$ cat src/twr_pkg.sv
// Constants shared by the two-wire controller register bank
package twr_pkg;

    // ****************************************
    // Register map (byte addresses)
    // ****************************************
    localparam int          ADDR_W        = 8;
    localparam logic [7:0]  OFS_STATUS    = 8'h20;
    localparam logic [7:0]  OFS_IRQ_SET   = 8'h24;
    localparam logic [7:0]  OFS_IRQ_CLR   = 8'h28;
    localparam logic [7:0]  OFS_IRQ_MASK  = 8'h2c;
    localparam logic [7:0]  OFS_RX_HOLD   = 8'h30;
    localparam logic [7:0]  OFS_TX_HOLD   = 8'h34;

    // ****************************************
    // Source bit positions
    // ****************************************
    localparam int BIT_XFER_DONE   = 0;
    localparam int BIT_RX_READY    = 1;
    localparam int BIT_TX_READY    = 2;
    localparam int BIT_SLAVE_ACC   = 4;
    localparam int BIT_GEN_CALL    = 5;
    localparam int BIT_OVERRUN     = 6;
    localparam int BIT_NOT_ACK     = 8;
    localparam int BIT_ARB_LOST    = 9;
    localparam int BIT_CLK_WAIT    = 10;
    localparam int BIT_SLAVE_END   = 11;
    localparam int BIT_RX_BUF_END  = 12;
    localparam int BIT_TX_BUF_END  = 13;
    localparam int BIT_RX_BUF_FULL = 14;
    localparam int BIT_TX_BUF_EMPT = 15;

    // All implemented sources; bits 3, 7 and 16..31 stay zero
    localparam logic [31:0] SRC_MASK  = 32'h0000ff77;
    // Sources that the engine reports as pulses (sticky, write one clears)
    localparam logic [31:0] EVT_MASK  = 32'h0000ff71;

    // ****************************************
    // Reset values
    // ****************************************
    localparam logic [31:0] MASK_RST   = 32'h00000000;
    localparam logic [31:0] STATUS_RST = 32'h00000004;
    localparam logic [7:0]  BYTE_RST   = 8'h00;
    localparam logic [31:0] RDATA_RST  = 32'h00000000;

endpackage

$ cat src/twr_regs.sv
// Register bank of the two-wire controller: mask, status, holding bytes
//
// Notes on behaviour
// Enable-register write sets mask bits where written one; zeros ignored.
// Disable-register write clears mask bits written one; zeros ignored.
// Mask register reads enabled sources as one; read-only, resets to zero.
// Low sources at bits 0,1,2,4,5,6; bits 3 and 7 unused.
// Upper sources at bits 8 to 15; bits 16 to 31 unused.
// Receive holding register shows last byte in bits 7..0, upper zero.
// Transmit holding register takes next byte in bits 7..0; readable.
// Receive-ready sets when byte lands, clears on holding register read unless a byte landed in that read's setup cycle.
// Transmit-ready clears on holding write, sets when byte reaches shifter.
// Interrupt high while any set status flag has its mask bit one.
`timescale 1ns/1ps

module twr_regs (
    // Clock and reset
    input  wire logic                      clk,
    input  wire logic                      srst,
    // APB slave
    input  wire logic [twr_pkg::ADDR_W-1:0] paddr,
    input  wire logic                      psel,
    input  wire logic                      penable,
    input  wire logic                      pwrite,
    input  wire logic [31:0]               pwdata,
    output logic      [31:0]               prdata,
    output logic                           pready,
    output logic                           pslverr,
    // Bus engine side
    input  wire logic                      rxByteValid,
    input  wire logic [7:0]                rxByte,
    input  wire logic                      txByteTaken,
    input  wire logic [31:0]               eventPulse,
    output logic      [7:0]                txByte,
    output logic                           txReady,
    output logic                           rxReady,
    // Interrupt
    output logic                           irq
);

    // ****************************************
    // Bus decode
    // ****************************************
    logic        setupPhase;
    logic        accessWr;
    logic        accessRd;
    logic        hitStatus;
    logic        hitSet;
    logic        hitClr;
    logic        hitMask;
    logic        hitRx;
    logic        hitTx;
    logic        mapped;
    logic        roWrite;

    assign setupPhase = psel && !penable;
    assign accessWr   = psel && penable && pwrite;
    assign accessRd   = psel && penable && !pwrite;
    assign hitStatus  = (paddr == twr_pkg::OFS_STATUS);
    assign hitSet     = (paddr == twr_pkg::OFS_IRQ_SET);
    assign hitClr     = (paddr == twr_pkg::OFS_IRQ_CLR);
    assign hitMask    = (paddr == twr_pkg::OFS_IRQ_MASK);
    assign hitRx      = (paddr == twr_pkg::OFS_RX_HOLD);
    assign hitTx      = (paddr == twr_pkg::OFS_TX_HOLD);
    assign mapped     = hitStatus | hitSet | hitClr | hitMask | hitRx | hitTx;
    // Writes to read-only words are flagged rather than silently dropped
    assign roWrite    = pwrite && (hitMask || hitRx);

    // Zero wait states: read data is staged in the setup cycle
    assign pready  = 1'b1;
    assign pslverr = psel && penable && (!mapped || roWrite);

    // ****************************************
    // Register state
    // ****************************************
    logic [31:0] maskReg;
    logic [31:0] maskNext;
    logic [31:0] statReg;
    logic [31:0] statNext;
    logic [7:0]  rxReg;
    logic [7:0]  rxNext;
    logic [7:0]  txReg;
    logic [7:0]  txNext;
    logic [31:0] rdataReg;
    logic [31:0] rdataNext;
    logic        staleReg;
    logic        staleNext;
    logic        irqReg;
    logic        irqNext;

    // Mask: set and clear words act only on implemented sources
    always_comb begin
        maskNext = maskReg;
        if (accessWr && hitSet) begin
            maskNext = maskNext | (pwdata & twr_pkg::SRC_MASK);
        end
        if (accessWr && hitClr) begin
            maskNext = maskNext & ~(pwdata & twr_pkg::SRC_MASK);
        end
    end

    // Status: clears first, then sets, so a coinciding event wins
    always_comb begin
        statNext = statReg;
        if (accessWr && hitStatus) begin
            statNext = statNext & ~(pwdata & twr_pkg::EVT_MASK);
        end
        // A byte that landed after the read data was staged is not consumed
        if (accessRd && hitRx && !staleReg) begin
            statNext[twr_pkg::BIT_RX_READY] = 1'b0;
        end
        if (accessWr && hitTx) begin
            statNext[twr_pkg::BIT_TX_READY] = 1'b0;
        end
        statNext = statNext | (eventPulse & twr_pkg::EVT_MASK);
        if (rxByteValid) begin
            statNext[twr_pkg::BIT_RX_READY] = 1'b1;
            if (statReg[twr_pkg::BIT_RX_READY]) begin
                statNext[twr_pkg::BIT_OVERRUN] = 1'b1;
            end
        end
        if (txByteTaken) begin
            statNext[twr_pkg::BIT_TX_READY] = 1'b1;
        end
    end

    // Holding bytes
    always_comb begin
        rxNext = rxReg;
        txNext = txReg;
        if (rxByteValid) begin
            rxNext = rxByte;
        end
        if (accessWr && hitTx) begin
            txNext = pwdata[7:0];
        end
    end

    // Read data staging and interrupt level
    always_comb begin
        rdataNext = rdataReg;
        staleNext = staleReg;
        if (setupPhase) begin
            staleNext = rxByteValid;
            rdataNext = twr_pkg::RDATA_RST;
            if (!pwrite) begin
                if (hitStatus) begin
                    rdataNext = statReg;
                end else if (hitMask) begin
                    rdataNext = maskReg;
                end else if (hitRx) begin
                    rdataNext = {24'h000000, rxReg};
                end else if (hitTx) begin
                    rdataNext = {24'h000000, txReg};
                end
            end
        end
        irqNext = |(statNext & maskNext);
    end

    always_ff @(posedge clk) begin
        if (srst) begin
            maskReg  <= twr_pkg::MASK_RST;
            statReg  <= twr_pkg::STATUS_RST;
            rxReg    <= twr_pkg::BYTE_RST;
            txReg    <= twr_pkg::BYTE_RST;
            rdataReg <= twr_pkg::RDATA_RST;
            staleReg <= 1'b0;
            irqReg   <= 1'b0;
        end else begin
            maskReg  <= maskNext;
            statReg  <= statNext;
            rxReg    <= rxNext;
            txReg    <= txNext;
            rdataReg <= rdataNext;
            staleReg <= staleNext;
            irqReg   <= irqNext;
        end
    end

    assign prdata  = rdataReg;
    assign txByte  = txReg;
    assign txReady = statReg[twr_pkg::BIT_TX_READY];
    assign rxReady = statReg[twr_pkg::BIT_RX_READY];
    assign irq     = irqReg;
endmodule
$ cat config.mk
export PLATFORM = sky130hd
export DESIGN_NAME = twr_regs
export DESIGN_NICKNAME = d
export VERILOG_FILES = /design/src/twr_pkg.sv /design/src/twr_regs.sv
export SDC_FILE = /design/constraint.sdc
export NUM_CORES = 1
export LEC_CHECK = 0
export BUFFER_PORTS_ARGS = -buffer_cell sky130_fd_sc_hd__buf_2
export CORE_UTILIZATION = 35
export CTS_CLUSTER_DIAMETER = 80
export DETAILED_ROUTE_END_ITERATION = 10
export GPL_ROUTABILITY_DRIVEN = 0
export PLACE_DENSITY = 0.71
export SLEW_MARGIN = 10
export SYNTH_ARGS = -nofsm -noshare
export SYNTH_HDL_FRONTEND = slang
export SYNTH_SLANG_ARGS = --single-unit
$ cat constraint.sdc
create_clock -name clk -period 1.9 [get_ports clk]
set_input_delay 0 -clock clk [delete_from_list [all_inputs] [get_ports clk]]
set_output_delay 0 -clock clk [all_outputs]
set_load 0.1 [all_outputs]
# After elaboration in Yosys (flattened, before gate mapping)
# Index checks and enable logic that the tools add are counted.
word_totals:
  register_bits: 114
  in_bits: 87
  elab_cells: 58
classes:
  n_eq_ne: 6
  mux: 14
  bitwise: 12
  n_reduce_logical: 19
ops:
  columns: ["cell", "n"]
  rows:
  - ["$mux 32", 6]
  - ["$and 32x32->32", 3]
  - ["$not 16->32", 2]
  - ["$or 32x16->32", 2]
  - ["$eq 8x6->1 const B", 6]
  - ["$reduce_or 32->1", 1]
  - ["$mux 8", 2]
  - ["$logic_and 1x1->1", 12]
  - ["$mux 1", 6]
  - ["$or 1x1->1", 5]
  - ["$logic_not 1->1", 4]
  - ["$logic_or 1x1->1", 2]

# Depth between registers and ports, before layout
# Gate-level depths: netlist of the first run.
logic_depth:
  word_depth: 10
  ltp_mapped: 8
  ltp_nobuf: 6

# Worst setup path after synthesis of the first run
# No wires, ideal clock.
synth_path:
  kind: "input -> output"
  startpoint: "in paddr[4] (netlist bit)"
  endpoint: "out pslverr"
  arrival_ns: 2.647
  required_time_ns: 1.900
  setup_slack_ns: -0.747
  cell_stages: 6
  n_path_buf: 2
  cell_sequence: "nor4b_4 > and4_1 > clkbuf_1 > buf_2 > o21ai_0 > a41oi_1"
synth_via:
  elab_chain_cells: 9
  elab_cells_between_ends: 16
  classes_between: "eq/ne (6); bitwise (5); reduce/logical (5)"
synth_lines:
  columns: ["element", "line", "rtl"]
  rows:
  - ["start: declaration", "twr_regs.sv:21", "input wire logic [twr_pkg::ADDR_W-1:0] paddr,"]
  - ["$eq 8x6->1 (on tied branches)", "twr_regs.sv:59, twr_regs.sv:60", null]
  - ["$or 1x1->1 (5 in a row)", "twr_regs.sv:65", "assign mapped = hitStatus | hitSet | hitClr | hitMask | hitRx | hitTx;"]
  - ["$logic_not 1->1", "twr_regs.sv:71", "assign pslverr = psel && penable && (!mapped || roWrite);"]
  - ["$logic_or 1x1->1 *", "twr_regs.sv:71", null]
  - ["$logic_and 1x1->1 *", "twr_regs.sv:71", null]
  - ["end: declaration", "twr_regs.sv:28", "output logic pslverr,"]
# Mark *: on every way between the ends. The rest lies on a longest branch, timed or not.

# Worst setup path after layout of the first run
layout_path:
  startpoint: "in paddr[4] (netlist bit)"
  endpoint: "reg statReg[12]"
layout_via:
  elab_chain_cells: 4
layout_lines:
  columns: ["element", "line", "rtl"]
  rows:
  - ["$eq 8x6->1", "twr_regs.sv:59", "assign hitStatus = (paddr == twr_pkg::OFS_STATUS);"]
  - ["$logic_and 1x1->1", "twr_regs.sv:105", "if (accessWr && hitStatus) begin"]
  - ["$mux 32", "twr_regs.sv:105", null]
  - ["$or 32x16->32", "twr_regs.sv:115", "statNext = statNext | (eventPulse & twr_pkg::EVT_MASK);"]
  - ["end signal: assignment", "twr_regs.sv:164", "statReg <= twr_pkg::STATUS_RST;"]
  - ["end signal: assignment", "twr_regs.sv:172", "statReg <= statNext;"]
  - ["end: declaration", "twr_regs.sv:78", "logic [31:0] statReg;"]
# No other way between the ends.
# A chain may end at the register's enable or synchronous reset.

==> results.yml, run 1 <==
status:
  status: "complete, no violations"
detailed_routing:
  vias_per_cell: 5.15
  dr.pass1.iters: 4
  wl_per_cell_microns: 14.8
  wirelength_microns: 8100
  drt-initial-drc-count: 133
  via_count: 2810
  ant_nets: 0
  route.detailed.drc: 0
clock_tree:
  numCtsBuffers: 9
  htree_num_levels: 3
  clk_pin_slew_ns: 0.07
  clock_path_buffers: 2
  clock-root-buffer: "clkbuf_8"
  postCtsHoldBufs: 35
  post_cts_resized: 0
  cts_setup_buffers: 0
  clk_latency_ns: 0.34
  cts_tree: "done"
  clkSinkCount: 62
yosys:
  synth_seq_cells: 62
  syn_area_sq_um: 2830
  synth_cell_types: 46
  dominantRegCellSynth: "dfxtp_1"
  yosysWarnings: 0
  synth_edf_count: 0
  ys_seq_area_share_pct: 43.8
  syn-instance-count: 317
  async_reset_ff_share_pct: 0
  synth_area_per_cell_sq_um: 8.94
worst_setup_path:
  critPathSlowestCell: "dlygate4sd3_1"
  cpPeakStageDelay_ns: 0.58
  end_kind: "flop"
  start_kind: "primary input"
  rr_startpoint: "staleReg"
  reg2reg_to: "irq"
  reg2reg_depth: 5
  rrSetupSlack_ns: 0.45
  worstPathArrival_ns: 1.88
  critPathMaxFanout: 7
  required_ns: 2.12
  crit_type: "primary input to flop"
  cp_cell_sequence: "buf_2 -> nor4b_4 -> and3_1 -> buf_4 -> nand2_1 -> a21oi_1 -> dlygate4sd3_1 -> nor2_1"
min_path:
  hold_class: "primary input to flop"
  hold_end: "statReg[15]"
  whs_path_depth: 3
  worstHoldStart: "eventPulse[15]"
timing:
  finClkSkew_ns: 0.00637
  max_freq_mhz: 602
  finalHoldViolations: 0
  drv_slew: 0
  fin_tns_setup_ns: 0
  post-route-period-util_pct: 87.5
  setup_viol: 0
  rsz0062_at_grt: "false"
  period_needed_ns: 1.66
  whs_ns: 0.0126
pwr:
  p_per_area_nw_per_um2: 739
  peakVddDrop_mv: 0.321
  p_leak_nw: 1.77
cells_and_area:
  regArea_sq_um: 1240
  drive_gt1_share_pct: 28.4
  multi_input_area_sq_um: 1430
  layout.nets: 527
  antenna_cells: 0
  n_fill_cell: 755
  final_common_cell: "buf_2"
  syn_to_final_growth_pct: 38.8
  fin_cells: 546
  utilization_pct: 50.6
  stdcell_area_sq_um: 3930
  mostFrequentLayoutCells: "buf_2, dfxtp_1, nor2_1, dlygate4sd3_1, buf_4"
place:
  dp_hpwl_microns: 6050
  dp_cells: 496
  placed_area_sq_um: 3390
  port_buffers: 78
floorplan:
  die_h_microns: 92.0
  design.die.area_sq_um: 8460
  fp-row-count: 32
  core_area_sq_um: 7770
  ios: 132
  start_util_pct: 36.5
  die_w_microns: 92.0
grt:
  grt_pass1_wl_microns: 12800
  grt_pass1_vias: 2621
  overflow: 0
  grt_max_degree: 25
  grtUsageTotal_pct: 19.6
  antenna_found_initial: 0
job:
  maxCapViolCount: 0
-- sequential cells by signal (all words and copies together), names as in the netlist --
name and flops:
statReg 14, irq 1, txByte 8, rxReg 8, staleReg 1, maskReg 14
prdata 16
-- kinds of logic (layout without fill, tap and decap cells) --
group | after synthesis | in the layout | synth area share (%)
flip-flops | 62 | 62 | 43.8
other | 2 | 17 | 0.265
AND/OR/NAND/NOR | 109 | 109 | 19.5
buffers and inverters | 41 | 153 | 8.30
AO/OA/AOI/OAI | 91 | 91 | 23.9
multiplexers | 12 | 12 | 4.24
-- power breakdown --
group / switching [mW] / internal (mW) / leakage [nW]
Clock: 0.492 / 0.630 / 0.0952
Sequential: 0.0193 / 1.33 / 0.505
Combinational: 0.296 / 0.141 / 1.17
-- cell type report --
class	instances	share of cell area [%]
well taps	102	3.24
multi-input cells	229	36.4
repair buffers	138	24.0
flip-flops and latches	62	31.6
clock buffers	11	3.59
clock inverters	4	1.21
-- critical path, delay by kind of cell --
kind	cells	cell delay, ns
buf+inv	3	0.87
simple gates	4	0.83
compound gates	1	0.18
-- routing by layer --
| layer | vias to the layer above | part of all wire, % | GRT usage (%) |
|---|---|---|---|
| met5 | - | 0 | 0 |
| met4 | 0 | 1.3 | 6.25 |
| met3 | 9 | 6.6 | 5.56 |
| met2 | 116 | 50 | 33.1 |
| met1 | 1310 | 43 | 24.0 |
| li1 | 1375 | - | - |
-- worst max-delay path by stage --
stage                     startpoint  cells after the start     endpoint
after floorplan             paddr[4]                      6      pslverr
after global placement      paddr[4]                      8          irq
final                       paddr[4]                      8  statReg[12]
after detailed placement    paddr[4]                      8          irq
after global routing        paddr[4]                      8  statReg[12]
after CTS                   paddr[4]                      7      pslverr
-- synthesized netlist by cell type (2+ instances only) --
cell type   n  share of area [%]
a211oi_1    3               0.79
a21boi_0    2               0.53
a21o_1     11                2.9
a21oi_1    24                4.2
a222oi_1    6                2.1
a22o_1     10                3.1
a22oi_1    16                4.2
a41oi_1     5                1.5
and3_1      5                1.1
and3b_1     2               0.62
and4_1      3               0.93
buf_2       8                1.4
buf_4      19                5.0
clkbuf_1   13                1.7
conb_1      2               0.26
dfxtp_1    62                 44
mux2i_1    12                4.2
nand2_1    24                3.2
nand3_1     5               0.88
nand4_1     7                1.5
nor2_1     47                6.2
nor2b_1     3               0.66
nor3_1      2               0.35
nor4_1      2               0.44
o211ai_1    2               0.53
o21ba_2     2               0.71
-- metrics by stage --
step	setup slack (ns)	power [mW]
after global placement	0.0661	1.75
after floorplan	0.0869	1.66
after global routing	0.0828	3.02
after detailed placement	0.0214	1.76
final	0.238	2.91
after CTS	0.238	2.94
No activity file was read; power rests on OpenSTA's default activity.
==> inputs of run 2 (changes only) <==
--- a/config.mk
+++ b/config.mk
@@ -5,7 +5,7 @@
 export SDC_FILE = /design/constraint.sdc
 export NUM_CORES = 1
 export LEC_CHECK = 0
-export BUFFER_PORTS_ARGS = -buffer_cell sky130_fd_sc_hd__buf_2
+export BUFFER_PORTS_ARGS = -buffer_cell sky130_fd_sc_hd__clkbuf_2
 export CORE_UTILIZATION = 35
 export CTS_CLUSTER_DIAMETER = 80
 export DETAILED_ROUTE_END_ITERATION = 10
==> results.yml, run 2 (synthesis gave the netlist of run 1 again) <==
worst_setup_path:
  end_kind: "flop"
  crit_type: "primary input to flop"
  critPathSlowestCell: "dlygate4sd3_1"
  critPathMaxFanout: 14
  required_ns: 2.12
  cp_common_cell: "buf_4"
  worstPathArrival_ns: 1.89
  cpLargestDelayFamily: "buffers and inverters"
  cp_cell_sequence: "clkbuf_2 -> nor4b_4 -> buf_4 -> and3_1 -> buf_4 -> nand2_1 -> a21oi_1 -> dlygate4sd3_1 -> nor2_1"
  cp.buffers_inverters: 4
  cpPeakStageDelay_ns: 0.59
  start_kind: "primary input"
floorplan:
  core_area_sq_um: 7770
  design.die.area_sq_um: 8460
  fp-row-count: 32
  start_util_pct: 36.5
  die_w_microns: 92.0
  die_h_microns: 92.0
  ios: 132
cells_and_area:
  syn_to_final_growth_pct: 38.3
  final_common_cell: "clkbuf_2"
  largest_reg_flops: 16
  layout.nets: 526
  n_fill_cell: 761
  antenna_cells: 0
  drive_gt1_share_pct: 28.8
  stdcell_area_sq_um: 3920
  utilization_pct: 50.5
  mostFrequentLayoutCells: "clkbuf_2, dfxtp_1, nor2_1, dlygate4sd3_1, buf_4"
timing:
  max_freq_mhz: 598
  finalHoldViolations: 0
  worst_pin_slew_ns: 0.573
  setup_viol: 0
  drv_slew: 0
  rsz0062_at_grt: "false"
  period_needed_ns: 1.67
  whs_ns: 0.0206
  fin_tns_setup_ns: 0
  finClkSkew_ns: 0.00477
  slew-limit-headroom_pct: 61.8
  post-route-period-util_pct: 88.0
  setup_ws_ns: 0.228
pwr:
  p_int_mw: 2.05
  peakVddDrop_mv: 0.430
  p_per_area_nw_per_um2: 726
  pwr-share-seq_pct: 47.4
  p_comb_share_pct: 15.4
  clockPowerShare_pct: 37.2
  swShare_pct: 28.1
  p_leak_nw: 1.75
  p_switching_mw: 0.799
grt:
  grt_pass1_wl_microns: 12500
  antenna_found_initial: 0
  grt_pass1_vias: 2658
  overflow: 0
  grt_max_degree: 30
  grtUsageTotal_pct: 19.2
clock_tree:
  clk_pin_slew_ns: 0.06
  clock_path_buffers: 2
  cts_tree: "done"
  clock-root-buffer: "clkbuf_8"
  clkSinkCount: 62
  htree_num_levels: 3
  cts_setup_buffers: 0
  clk_latency_ns: 0.33
  numCtsBuffers: 9
detailed_routing:
  dr.pass1.iters: 5
  route.detailed.drc: 0
  wl_per_cell_microns: 14.7
  drt-initial-drc-count: 166
  wirelength_microns: 8000
  vias_per_cell: 5.06
  ant_nets: 0
  via_count: 2764
place:
  port_buffers: 78
  dp_slack_ns: -0.0458
  dp_hpwl_microns: 6010
  placed_area_sq_um: 3400
job:
  maxCapViolCount: 0
status:
  status: "complete, no violations"
min_path:
  hold_class: "primary input to flop"
-- run 2: changes by cell type in the layout (fill, tap and decap cells not counted), sizes merged --
cell / delta
dlygate4sd3: -2
bufinv: -1
clkbuf: +79
buf: -76
-- run 2: per-stage QoR --
step | cells | power [mW]
after floorplan | 332 | 1.66
after global placement | 497 | 1.75
after detailed placement | 497 | 1.76
after CTS | 546 | 2.87
after global routing | 546 | 2.96
final | 546 | 2.85
-- run 2: final cells by class --
cell class                      count  area, sq um  share of cell area, %
Clock inverter                      3         17.5                  0.447
Clock buffer                       13          169                   4.31
Timing Repair Buffer              137          931                   23.8
Multi-Input combinational cell    229         1430                   36.6
Tap cell                          102          128                   3.26
Sequential cell                    62         1240                   31.7
-- run 2: final timing paths --
path	from	to	slack, ns	cells past startpoint
max reg2reg	staleReg	irq	0.46	5
min	eventPulse[15]	statReg[15]	0.02	3
min reg2reg	txByte[3]	txByte[3]	0.47	2
max	paddr[4]	statReg[5]	0.23	9
-- run 2: repair_timing --
action | in CTS | in global routing
gates resized for setup | 0 | 0
hold buffers | 33 | 0
hold endpoints to repair | 37 | 0
-- run 2: metal layers --
layer  up-vias  part of all wire [%]  track usage [%]
met5         -                     0                0
met4         0                   2.4             8.20
met3        16                   5.2             4.56
met2       103                    48             33.0
met1      1273                    44             22.8
li1       1372                     -                -
-- run 2: worst reg2reg max path, stage by stage, from the launching register on --
cell	delay (ns)
dfxtp_1	0.31
nor4_1	0.27
o2bb2ai_1	0.19
a211oi_1	0.12
a2111oi_2	0.22
a41oi_1	0.18
-- run 2: power groups by stage --
| stage | Clock (mW) | Sequential (mW) | Combinational, mW |
|---|---|---|---|
| after floorplan | 0 | 1.38 | 0.277 |
| after detailed placement | 0 | 1.38 | 0.381 |
| final | 1.06 | 1.35 | 0.437 |
| after global routing | 1.14 | 1.35 | 0.462 |
| after global placement | 0 | 1.38 | 0.377 |
| after CTS | 1.09 | 1.35 | 0.436 |
==> inputs of run 3 (changes only) <==
--- a/config.mk
+++ b/config.mk
@@ -5,12 +5,13 @@
 export SDC_FILE = /design/constraint.sdc
 export NUM_CORES = 1
 export LEC_CHECK = 0
+export ABC_AREA = 1
 export BUFFER_PORTS_ARGS = -buffer_cell sky130_fd_sc_hd__clkbuf_2
 export CORE_UTILIZATION = 35
 export CTS_CLUSTER_DIAMETER = 80
 export DETAILED_ROUTE_END_ITERATION = 10
 export GPL_ROUTABILITY_DRIVEN = 0
-export PLACE_DENSITY = 0.71
+export PLACE_DENSITY = 0.69
 export SLEW_MARGIN = 10
 export SYNTH_ARGS = -nofsm -noshare
 export SYNTH_HDL_FRONTEND = slang
==> results.yml, run 3 <==
status:
  status: "complete, no violations"
yosys:
  async_reset_ff_share_pct: 0
  yosysWarnings: 0
  ys_seq_area_share_pct: 39.1
  synth_seq_cells: 62
  syn_area_sq_um: 3180
  synth_area_per_cell_sq_um: 6.69
  dominantRegCellSynth: "dfxtp_1"
  synth_common_cells: "nand2_1, inv_1, dfxtp_1"
  synth_top_area_share_pct: 39.1
  synth_compound_area_share_pct: 17.3
  synth.largest_area_cell: "dfxtp_1"
  synth_cell_types: 27
  yosys-mux-area-fraction_pct: 0
  synth_edf_count: 0
  yosys.area_share.simple_pct: 28.1
  syn-instance-count: 475
  ys_top_cells_by_area: "dfxtp_1, nand2_1, inv_1"
  synth_most_common_cell: "nand2_1"
  synth_top_family_by_area: "simple AND/OR/NAND/NOR gates"
  synthAdderAreaFrac_pct: 0
  synthXorXnorAreaFrac_pct: 0
cells_and_area:
  mostFrequentLayoutCells: "nand2_1, clkbuf_2, inv_1, dfxtp_1, nor2_1"
  n_fill_cell: 918
  largest_reg_flops: 16
  stdcell_area_sq_um: 4110
  drive_gt1_share_pct: 19.5
  layout.nets: 671
  antenna_cells: 0
  utilization_pct: 46.9
  final_common_cell: "nand2_1"
  fin_cells: 697
  syn_to_final_growth_pct: 29.4
place:
  dp_slack_ns: 0.191
  placed_area_sq_um: 3630
  dp_hpwl_microns: 6500
  port_buffers: 78
  dp_cells: 653
clock_tree:
  post_cts_resized: 0
  numCtsBuffers: 9
  clk_pin_slew_ns: 0.07
  clock_path_buffers: 2
  clk_latency_ns: 0.34
  htree_num_levels: 3
  clkSinkCount: 62
  clock-root-buffer: "clkbuf_8"
  cts_tree: "done"
detailed_routing:
  route.detailed.drc: 0
  ant_nets: 0
  drt-initial-drc-count: 225
  wl_per_cell_microns: 13.2
  dr.pass1.iters: 5
  via_count: 3469
  wirelength_microns: 9190
  vias_per_cell: 4.98
timing:
  rsz0062_at_grt: "false"
  finClkSkew_ns: 0.00940
  max_freq_mhz: 689
  post-route-period-util_pct: 76.4
  drv_slew: 0
  whs_ns: 0.0111
  fin_tns_setup_ns: 0
  setup_ws_ns: 0.448
  setup_viol: 0
  slew-limit-headroom_pct: 63.8
  worst_pin_slew_ns: 0.546
  finalHoldViolations: 0
  period_needed_ns: 1.45
grt:
  overflow: 0
  grt_pass1_wl_microns: 14600
  grt_max_degree: 45
  grt_pass1_vias: 3151
  grtUsageTotal_pct: 19.3
  antenna_found_initial: 0
worst_setup_path:
  cp.buffers_inverters: 3
  cp.depth: 9
  cp_cell_sequence: "clkbuf_2 -> inv_1 -> nand2_2 -> nor2_4 -> nand2_2 -> nor3_2 -> o21ai_0 -> o21ai_1 -> buf_4"
  crit_end: "pslverr"
  cpLargestDelayFamily: "simple AND/OR/NAND/NOR gates"
  critPathSlowestCell: "nor3_2"
  crit_type: "primary input to output port"
  reg2reg_to: "irq"
  start_kind: "primary input"
  rr_startpoint: "statReg[1]"
  reg2reg_depth: 8
  critPathMaxFanout: 6
  rrSetupSlack_ns: 0.63
  startpoint: "paddr[4]"
  cp_common_cell: "nand2_2"
  required_ns: 1.90
  worstPathArrival_ns: 1.45
  end_kind: "output port"
  cpPeakStageDelay_ns: 0.35
min_path:
  hold_class: "primary input to flop"
floorplan:
  design.die.area_sq_um: 9460
  die_w_microns: 97.3
  core_area_sq_um: 8760
  ios: 132
  fp-row-count: 34
  start_util_pct: 36.2
  die_h_microns: 97.3
job:
  maxCapViolCount: 0
pwr:
  p_leak_nw: 1.88
  peakVddDrop_mv: 0.290
  power_mw: 2.98
  p_per_area_nw_per_um2: 726
## run 3: cell types whose count changed after synthesis, moves of 12 or more
| cell | change |
|---|---|
| inv_1 | +74 |
| nand3_1 | +42 |
| nand2_1 | +58 |
| a22oi_1 | -16 |
| mux2i_1 | -12 |
| a21oi_1 | +17 |
| o21ai_0 | +32 |
## run 3: cell type report
cell class / instances / area (sq um) / share of cell area (%)
Inverter: 76 / 285 / 6.94
Sequential cell: 62 / 1240 / 30.2
Timing Repair Buffer: 115 / 741 / 18.0
Tap cell: 108 / 135 / 3.29
Clock inverter: 4 / 45.0 / 1.10
Clock buffer: 12 / 155 / 3.78
Multi-Input combinational cell: 320 / 1510 / 36.6
## run 3: worst min-delay path by stage
stage                  start          to  slack (ns)  depth (start not counted)
3_3_place_gp     txByteTaken  statReg[2]        0.22                          3
6_report           pwdata[1]   txByte[1]        0.01                          3
3_5_place_dp     txByteTaken  statReg[2]        0.23                          3
5_1_grt        eventPulse[9]  statReg[9]        0.02                          4
2_1_floorplan    txByteTaken  statReg[2]        0.12                          2
4_1_cts            pwdata[1]   txByte[1]       0.004                          3
## run 3: report_power, final
group / switching [mW] / internal (mW)
registers: 0.0146 / 1.33
logic: 0.330 / 0.129
clock network: 0.503 / 0.671
## run 3: kinds of logic after synthesis
logic type,Yosys count
AOI/OAI and AO/OA,102
DFF,62
buffers and inverters,108
and+or+nand+nor,201
other,2
## run 3: layer usage
layer	global-route usage (%)	vias to the layer above	part of all wire (%)
met2	32.0	129	48
met1	24.2	1597	44
met4	9.62	0	2.7
met5	0	-	0
li1	-	1718	-
met3	3.24	25	5.3
## run 3: worst reg2reg max path: stages, from the launching register on
cell and delay (ns):
dfxtp_1 0.35, a21oi_1 0.25, nand3_1 0.11, nand3_1 0.08
nand2_1 0.08, nor2_1 0.08, nand2_1 0.05, nor2_1 0.10
nor2_1 0.05
## run 3: repair_timing
action,CTS,global route
hold buffers,28,0
hold endpoints to repair,25,0
setup buffers,0,0
